### src/logic/ccsc_regs.svh
// Constants for the processor clock stop control
`ifndef CCSC_REGS_SVH
`define CCSC_REGS_SVH
`define CCSC_CLK_PERIOD_NS 100
`define CCSC_STABLE_TIME_US 1500
`define CCSC_STABLE_CYCLES ((`CCSC_STABLE_TIME_US * 1000) / `CCSC_CLK_PERIOD_NS)
`define CCSC_HALT_SAMPLES 2
`define CCSC_RESTART_MAX_CYCLES 2
`define CCSC_DIV_W 4
`define CCSC_DIV_HALF 4'h2
`define CCSC_MODE_DIFF 1'b1
`define CCSC_MODE_OD 1'b0
`endif

### src/logic/ccsc_pkg.sv
// Types for the processor clock stop control
package ccsc_pkg;
  typedef enum logic [1:0] {
    CCSC_WARMUP,
    CCSC_RUN,
    CCSC_PARK
  } ccsc_state_t;
endpackage : ccsc_pkg

### src/logic/ccsc_sync.sv
// Two-stage level synchroniser
module ccsc_sync #(
  parameter logic RESET_VAL = 1'b1
) (
  // Clock and reset
  input wire logic mclk,
  input wire logic sys_rst,
  // Level
  input wire logic din,
  output logic dout
);
  logic stage1;
  logic next_stage1;
  logic next_dout;

  always_comb begin
    next_stage1 = din;
    next_dout = stage1;
  end

  always_ff @(posedge mclk or posedge sys_rst) begin
    if (sys_rst) begin
      stage1 <= RESET_VAL;
      dout <= RESET_VAL;
    end else begin
      stage1 <= next_stage1;
      dout <= next_dout;
    end
  end
endmodule : ccsc_sync

### src/logic/ccsc_top.sv
// Processor clock stop control top
`include "ccsc_regs.svh"
module ccsc_top #(
  parameter int STABLE_CYCLES = `CCSC_STABLE_CYCLES,
  parameter int DIV_W = `CCSC_DIV_W
) (
  // Clock and reset
  input wire logic mclk,
  input wire logic sys_rst,
  // Control pins
  input wire logic proc_clock_halt_n,
  input wire logic processor_type_select,
  // True leg
  output logic proc_clk_true_leg,
  output logic proc_clk_true_leg_oe,
  // Complementary leg
  output logic proc_clk_comp_leg,
  output logic proc_clk_comp_leg_oe,
  // Status
  output logic clocks_stable,
  output logic clocks_halted
);

  // ------------------------------------------------------------
  // Input synchronisers
  // ------------------------------------------------------------
  logic halt_n_s;
  logic type_s;

  ccsc_sync #(.RESET_VAL(1'b1)) u_sync_halt (
    .mclk(mclk),
    .sys_rst(sys_rst),
    .din(proc_clock_halt_n),
    .dout(halt_n_s)
  );

  ccsc_sync #(.RESET_VAL(1'b1)) u_sync_type (
    .mclk(mclk),
    .sys_rst(sys_rst),
    .din(processor_type_select),
    .dout(type_s)
  );

  // ------------------------------------------------------------
  // Processor clock generation
  // ------------------------------------------------------------
  logic [DIV_W-1:0] div_cnt;
  logic [DIV_W-1:0] next_div_cnt;
  logic clk_phase;
  logic next_clk_phase;
  logic run_en;
  logic fall_evt;
  logic comp_rise;

  always_comb begin
    next_div_cnt = div_cnt;
    next_clk_phase = clk_phase;
    fall_evt = 1'b0;
    if (!run_en) begin
      next_div_cnt = '0;
      next_clk_phase = 1'b1;
    end else if (div_cnt == DIV_W'(`CCSC_DIV_HALF - 4'h1)) begin
      next_div_cnt = '0;
      next_clk_phase = ~clk_phase;
      fall_evt = clk_phase;
    end else begin
      next_div_cnt = div_cnt + DIV_W'(1);
    end
  end

  assign comp_rise = fall_evt;

  always_ff @(posedge mclk or posedge sys_rst) begin
    if (sys_rst) begin
      div_cnt <= '0;
      clk_phase <= 1'b1;
    end else begin
      div_cnt <= next_div_cnt;
      clk_phase <= next_clk_phase;
    end
  end

  // ------------------------------------------------------------
  // Power-up stabilisation window
  // ------------------------------------------------------------
  logic [31:0] warm_cnt;
  logic [31:0] next_warm_cnt;
  logic warm_done;

  // Counter holds at its end value, so it never wraps
  assign warm_done = (warm_cnt >= 32'(STABLE_CYCLES - 1));

  always_comb begin
    next_warm_cnt = warm_cnt;
    if (!warm_done) begin
      next_warm_cnt = warm_cnt + 32'h1;
    end
  end

  always_ff @(posedge mclk or posedge sys_rst) begin
    if (sys_rst) begin
      warm_cnt <= 32'h0;
    end else begin
      warm_cnt <= next_warm_cnt;
    end
  end

  // ------------------------------------------------------------
  // Stop control state machine
  // ------------------------------------------------------------
  ccsc_pkg::ccsc_state_t state;
  ccsc_pkg::ccsc_state_t next_state;
  logic [1:0] low_samples;
  logic [1:0] next_low_samples;

  always_comb begin
    next_state = state;
    next_low_samples = low_samples;
    case (state)
      ccsc_pkg::CCSC_WARMUP: begin
        if (warm_done) begin
          next_state = ccsc_pkg::CCSC_RUN;
        end
      end
      ccsc_pkg::CCSC_RUN: begin
        if (halt_n_s) begin
          next_low_samples = 2'h0;
        end else if (comp_rise) begin
          // Same sampling whatever the output style
          if (low_samples == 2'(`CCSC_HALT_SAMPLES - 1)) begin
            next_state = ccsc_pkg::CCSC_PARK;
            next_low_samples = 2'h0;
          end else begin
            next_low_samples = low_samples + 2'h1;
          end
        end
      end
      ccsc_pkg::CCSC_PARK: begin
        if (halt_n_s) begin
          next_state = ccsc_pkg::CCSC_RUN;
        end
      end
      default: begin
        next_state = ccsc_pkg::CCSC_WARMUP;
      end
    endcase
  end

  always_ff @(posedge mclk or posedge sys_rst) begin
    if (sys_rst) begin
      state <= ccsc_pkg::CCSC_WARMUP;
      low_samples <= 2'h0;
    end else begin
      state <= next_state;
      low_samples <= next_low_samples;
    end
  end

  // Stop falls at comp rise, so true leg is already high when parked
  // Restart begins with a full high phase from counter zero
  assign run_en = (state != ccsc_pkg::CCSC_PARK);

  // ------------------------------------------------------------
  // Output drivers
  // ------------------------------------------------------------
  logic next_true;
  logic next_true_oe;
  logic next_comp;
  logic next_comp_oe;

  always_comb begin
    if (next_state == ccsc_pkg::CCSC_PARK) begin
      next_true = 1'b1;
      next_true_oe = 1'b1;
      next_comp = 1'b0;
      next_comp_oe = 1'b0;
    end else if (type_s == `CCSC_MODE_DIFF) begin
      next_true = next_clk_phase;
      next_true_oe = 1'b1;
      next_comp = ~next_clk_phase;
      next_comp_oe = 1'b1;
    end else begin
      next_true = 1'b0;
      next_true_oe = ~next_clk_phase;
      next_comp = 1'b0;
      next_comp_oe = next_clk_phase;
    end
  end

  always_ff @(posedge mclk or posedge sys_rst) begin
    if (sys_rst) begin
      proc_clk_true_leg <= 1'b1;
      proc_clk_true_leg_oe <= 1'b1;
      proc_clk_comp_leg <= 1'b0;
      proc_clk_comp_leg_oe <= 1'b1;
    end else begin
      proc_clk_true_leg <= next_true;
      proc_clk_true_leg_oe <= next_true_oe;
      proc_clk_comp_leg <= next_comp;
      proc_clk_comp_leg_oe <= next_comp_oe;
    end
  end

  // ------------------------------------------------------------
  // Status flags
  // ------------------------------------------------------------
  logic next_stable;
  logic next_halted;

  // Flags move on the same edge as the state they report
  always_comb begin
    next_stable = (next_state != ccsc_pkg::CCSC_WARMUP);
    next_halted = (next_state == ccsc_pkg::CCSC_PARK);
  end

  always_ff @(posedge mclk or posedge sys_rst) begin
    if (sys_rst) begin
      clocks_stable <= 1'b0;
      clocks_halted <= 1'b0;
    end else begin
      clocks_stable <= next_stable;
      clocks_halted <= next_halted;
    end
  end
endmodule : ccsc_top

### config.mk
export PLATFORM = sky130hd
export DESIGN_NAME = ccsc_top
export DESIGN_NICKNAME = d
export VERILOG_FILES = /design/src/logic/ccsc_pkg.sv /design/src/logic/ccsc_sync.sv /design/src/logic/ccsc_top.sv
export VERILOG_INCLUDE_DIRS = /design/src /design/src/logic
export SDC_FILE = /design/constraint.sdc
export NUM_CORES = 1
export LEC_CHECK = 0
export BUFFER_PORTS_ARGS = -buffer_cell sky130_fd_sc_hd__buf_4
export CAP_MARGIN = 0
export CORE_MARGIN = 2
export CORE_UTILIZATION = 60
export CTS_CLUSTER_DIAMETER = 120
export DETAILED_ROUTE_END_ITERATION = 10
export PLACE_DENSITY_LB_ADDON = 0.25
export SKIP_CTS_REPAIR_TIMING = 1
export SLEW_MARGIN = 15
export SYNTH_ARGS = -nofsm -noshare
export SYNTH_HDL_FRONTEND = slang
export SYNTH_SLANG_ARGS = --single-unit
### constraint.sdc
create_clock -name mclk -period 4.35 [get_ports mclk]
set_input_delay 0.2175 -clock mclk [delete_from_list [all_inputs] [get_ports mclk]]
set_output_delay 0.2175 -clock mclk [all_outputs]
set_load 0.05 [all_outputs]
* After elaboration in Yosys (flattened, before gate mapping)
Index checks and enable logic that the tools add are counted.
** Word-level totals
- Flip-flop bits (word level) :: 51
- Input bits :: 4
- Word-level logic and storage cells :: 54
** Cells by class
- Add/sub/neg operators :: 3
- Order comparisons :: 1
- Eq/ne operators :: 6
- Muxes and demuxes :: 23
- Bitwise operators :: 2
- Reduce and logical (&&, ||, !) cells :: 4
** Operator list (count)
- $add A32 B1 Y32 const B :: 1
- $ge A32 B14 Y1 const B :: 1
- $mux W2 :: 8
- $mux W1 :: 12
- $mux W4 :: 2
- $pmux W2 S3 :: 1
- $add A4 B1 Y4 const B :: 1
- $eq A2 B1 Y1 const B :: 2
- $eq A2 B2 Y1 const B :: 2
- $eq A4 B1 Y1 const B :: 1
- $reduce_bool A2 Y1 :: 2
- $add A2 B1 Y2 const B :: 1
- $logic_not A2 Y1 :: 1
- $ne A2 B2 Y1 const B :: 1
- $not A1 Y1 :: 2
- $reduce_and A2 Y1 :: 1

* Logic depth before layout (Yosys ltp)
- Depth after elaboration :: 8
- Gate-level depth with buffers :: 9
- Gate-level depth less buffers :: 9

* Modules after synthesis
From an unflattened synthesis, not the netlist that was laid out.
** Unflattened totals
- Cells, all modules :: 170
- Area, all modules :: 2010.7 um^2
** Modules (own cells, without submodules)
- ccsc_top :: times used 1, cells an instance 164, area each 1898.1 um^2, seq. area each 1181.1 um^2
- ccsc_sync :: times used 2, cells an instance 3, area each 56.3 um^2, seq. area each 52.6 um^2

* Least setup slack after synthesis
OpenSTA, ideal clock, no wires.
- Path kind :: reg-to-reg
- From :: reg warm_cnt[0]
- To :: reg warm_cnt[1]
- Setup time :: 0.125 ns
- Arrival :: 1.852 ns
- Required time :: 4.225 ns
- Setup slack :: 2.373 ns
- Cell stages (with the launch flop) :: 6
- Clock period less this slack :: 1.977 ns
- Cell sequence :: dfrtp_1 -> ha_1 -> a21o_1 -> a211o_1 -> a211oi_4 -> mux2_2
** On the way
- Longest elaborated chain between the ends :: 1
- Elaborated cells on any way between the ends :: 2
** RTL lines
- start: declaration :: line ccsc_top.sv:86 : logic [31:0] warm_cnt;
- start signal: assignment :: line ccsc_top.sv:104 : warm_cnt <= next_warm_cnt;
- $add A32 B1 Y32 / $ge A32 B14 Y1 (equally long branches) :: line ccsc_top.sv:96, ccsc_top.sv:91
Parallel ways exist; a longest one is shown, timed or not.
A chain may end at the register's enable or synchronous reset.

* Worst setup path in the final report
Ends and elaborated chain as after synthesis.

==> summary.txt <==
Yosys
  • Synthesized area per cell: between 10 and 15 um^2
  • Top cell type by total area after synthesis: dfrtp_1
  • Post-synth top area share: a little over half
  • Seq cells post-synth: 51
  • Ys async rst share: 100%
  • Most area-consuming cells after synthesis: dfrtp_1 54%, dfstp_2 11%, xnor2_1 4.4%, clkbuf_1 3.6%, ha_1 2.5%
  • Yosys cell types: 36
  • Seq/Total Area, Yosys: between 60% and 70%
  • Mapped Nets: 173
  • Synth Flop Type: dfrtp_1
  • EDFF count, synth: 0
  • Post-Syn Area: roughly 0.002 mm^2
  • Synthesis Warnings: 0
  • Cells after Synth: between 150 and 200

CTS
  • H-tree Lvls: 2
  • CTS root buffer: clkbuf_4
  • TritonCTS clock tree: built
  • Inserted Clock Buffers: 5
  • Max Root-Sink Buffers: 2
  • Reg clk slew, reported paths: 140 ps
  • Clk_lat worst skew: 370 ps
  • Clock Sinks: 51

Placement
  • Final RePlAce weighted congestion: approximately 0.74
  • Dpl cell area: about 0.0020 mm^2
  • Dpl hpwl: 2.15 mm
  • Port Buffer Count: 9

Drt
  • Post-route DRC: 0
  • Vias: between 1,000 and 1,500
  • Aggregate routed wire length: about 3 mm
  • Wirelength per Cell: between 10 and 15 um
  • Max Used Layer: met4
  • DRT antenna net count: 0
  • 1st-pass router iterations: 4
  • Drt via density: 5.36
  • Met3 WL: 123 um
  • Metal2 WL: 1.47 mm
  • Drt initial violations: 59
  • Met1 Wirelength: 1.33 mm

Final layout
  • Antenna Cells: 0
  • Core Util, Final: 68.2%
  • Final nets: ~170
  • Filler instances: about 240
  • Area grow syn2layout: 6.42%
  • Sequential cell area: between 0.001 and 0.0015 mm^2
  • Design Area, Final: 0.00212 mm^2
  • Share of cells above drive strength 1: between 20 and 25%
  • Area of the multi-input gates: ~620 um^2

Timing
  • Hold Vio Cnt, Final: 0
  • Fmax: about 470 MHz
  • Final Cycle Share: roughly 50%
  • # setup viols final: 0
  • Final worst path period need: approximately 2100 ps
  • Slew headroom: about a third
  • Clock Skews: 11.9 ps
  • Final slew viol count: 0
  • Setup_tns: 0 ps
  • Worst slew pin tran: 989 ps
  • RSZ-0062 raised after global routing: false

Die
  • # IOs: 10
  • Initial Utilization: 64.1%
  • DIE HEIGHT: 61.6 um
  • Die area: between 0.003 and 0.004 mm^2
  • Core box area: between 0.003 and 0.004 mm^2
  • Row cnt: 20
  • Die X: just over 60 um

Critical path
  • Reg2reg setup slack: around 2200 ps
  • Crit Path Max Fanout: 10
  • Worst Setup End Kind: register
  • Reg-to-reg startpoint: warm_cnt[0]
  • R2R depth: 5
  • Required @ worst endpoint: about 4600 ps
  • CP Class: reg2reg
  • Crit path launch: warm_cnt[0]
  • FF-to-FF End: warm_cnt[1]
  • WP data arrival: around 2400 ps
  • CP startpoint kind: register

Hold path
  • Hold Crit Class: in2async

Job
  • Max cap viols: 0

Outcome
  • Status: completed

Pwr
  • Total power: 0.000707 W
  • Cell area power density: between 300 and 400 mW/mm^2
  • LEAKAGE: around 0.98 nW
  • Max rail drop VDD: around 0.27 mV

Global routing
  • Total grt overflow: 0
  • Largest net degree at the start of global routing: 52
  • Antenna violations before repair: 0
  • Vias in the first global route: between 1,000 and 1,500
  • Global-route usage over all layers: 19.0%
  • First-pass GRT wire length: between 4 and 5 mm
==> kinds of logic after synthesis <==
logic type	count (synthesis)	synth area share (%)
adders and majority gates	4	2.52
xor gates and xnor gates	13	5.72
and+or+nand+nor	57	16.3
AOI/OAI and AO/OA	16	5.91
DFF	51	64.7
muxes	1	0.566
buffers and inverters	23	4.34
==> sequential cells by signal, summed over array words and instances, names as in the netlist <==
register,count
proc_clk_comp_leg,1
clk_phase,1
warm_cnt,32
div_cnt,4
u_sync_halt.next_dout,1
proc_clk_comp_leg_oe,1
clocks_halted,1
low_samples,2
u_sync_type.next_dout,1
state,2
proc_clk_true_leg_oe,1
clocks_stable,1
u_sync_type.dout,1
u_sync_halt.dout,1
proc_clk_true_leg,1
==> report_power, final <==
group | switching (W) | total [W] | internal, W
sequential | 0.00000158 | 0.000481 | 0.000479
combinational | 0.0000132 | 0.0000182 | 0.00000498
clock | 0.000145 | 0.000209 | 0.0000634
total | 0.000160 | 0.000707 | 0.000547
==> layer usage <==
layer	vias up	GRT usage [%]
met2	22	30.7
met5	-	0
met1	547	23.0
li1	543	-
met3	9	3.99
met4	0	12.8
==> final cells by class <==
cell class,count,area share [%]
clock buffers,5,1.77
clock inverters,3,0.887
inverters,4,0.709
multi-input cells,91,29.1
flip-flops and latches,51,60.8
well taps,44,2.60
repair buffers,11,4.14
==> how the worst max path moves through the flow <==
stage,endpoint,cells after the start
after global placement,warm_cnt[1],5
after detailed placement,warm_cnt[1],5
after global routing,warm_cnt[1],5
final,warm_cnt[1],5
after CTS,warm_cnt[1],5
after floorplan,warm_cnt[1],5
==> per-stage QoR <==
stage	cells	worst slack (ps)	hold slack, ps
final	209	2220	65.2
after detailed placement	199	2240	327
after CTS	207	2210	-76.6
after global placement	199	2330	326
after global routing	209	2130	152
after floorplan	165	2370	222
==> worst max-delay path, stage by stage (launching register included) <==
cell	delay, ps
dfrtp_1	450
ha_1	240
a21o_1	190
a211o_1	320
a211oi_4	460
mux2_2	390
==> cells in the final DEF (no fill, tap or decap), types with 4 or more instances in the layout <==
cell and n:
and2_1 4, buf_4 9, xnor2_1 10, dfrtp_1 43
nor4_1 5, dfstp_2 8, clkbuf_4 5, a21oi_1 6
ha_1 4, nand3_1 8, nor2_1 12, nand2_1 6
==> cell usage after synthesis, types with 2 or more instances <==
cell,instances
dfrtp_1,43
xnor2_1,10
a21o_1,2
inv_1,4
a21oi_1,6
and2_1,4
nand3_1,8
nor3b_1,2
or2_2,3
xor2_1,3
nor4_1,5
o21a_1,2
nand2_1,6
nor2_1,12
dfstp_2,8
and3_1,2
nand4_1,3
ha_1,4
nor3_1,3
clkbuf_1,19
Power figures use the tool's default switching activity.
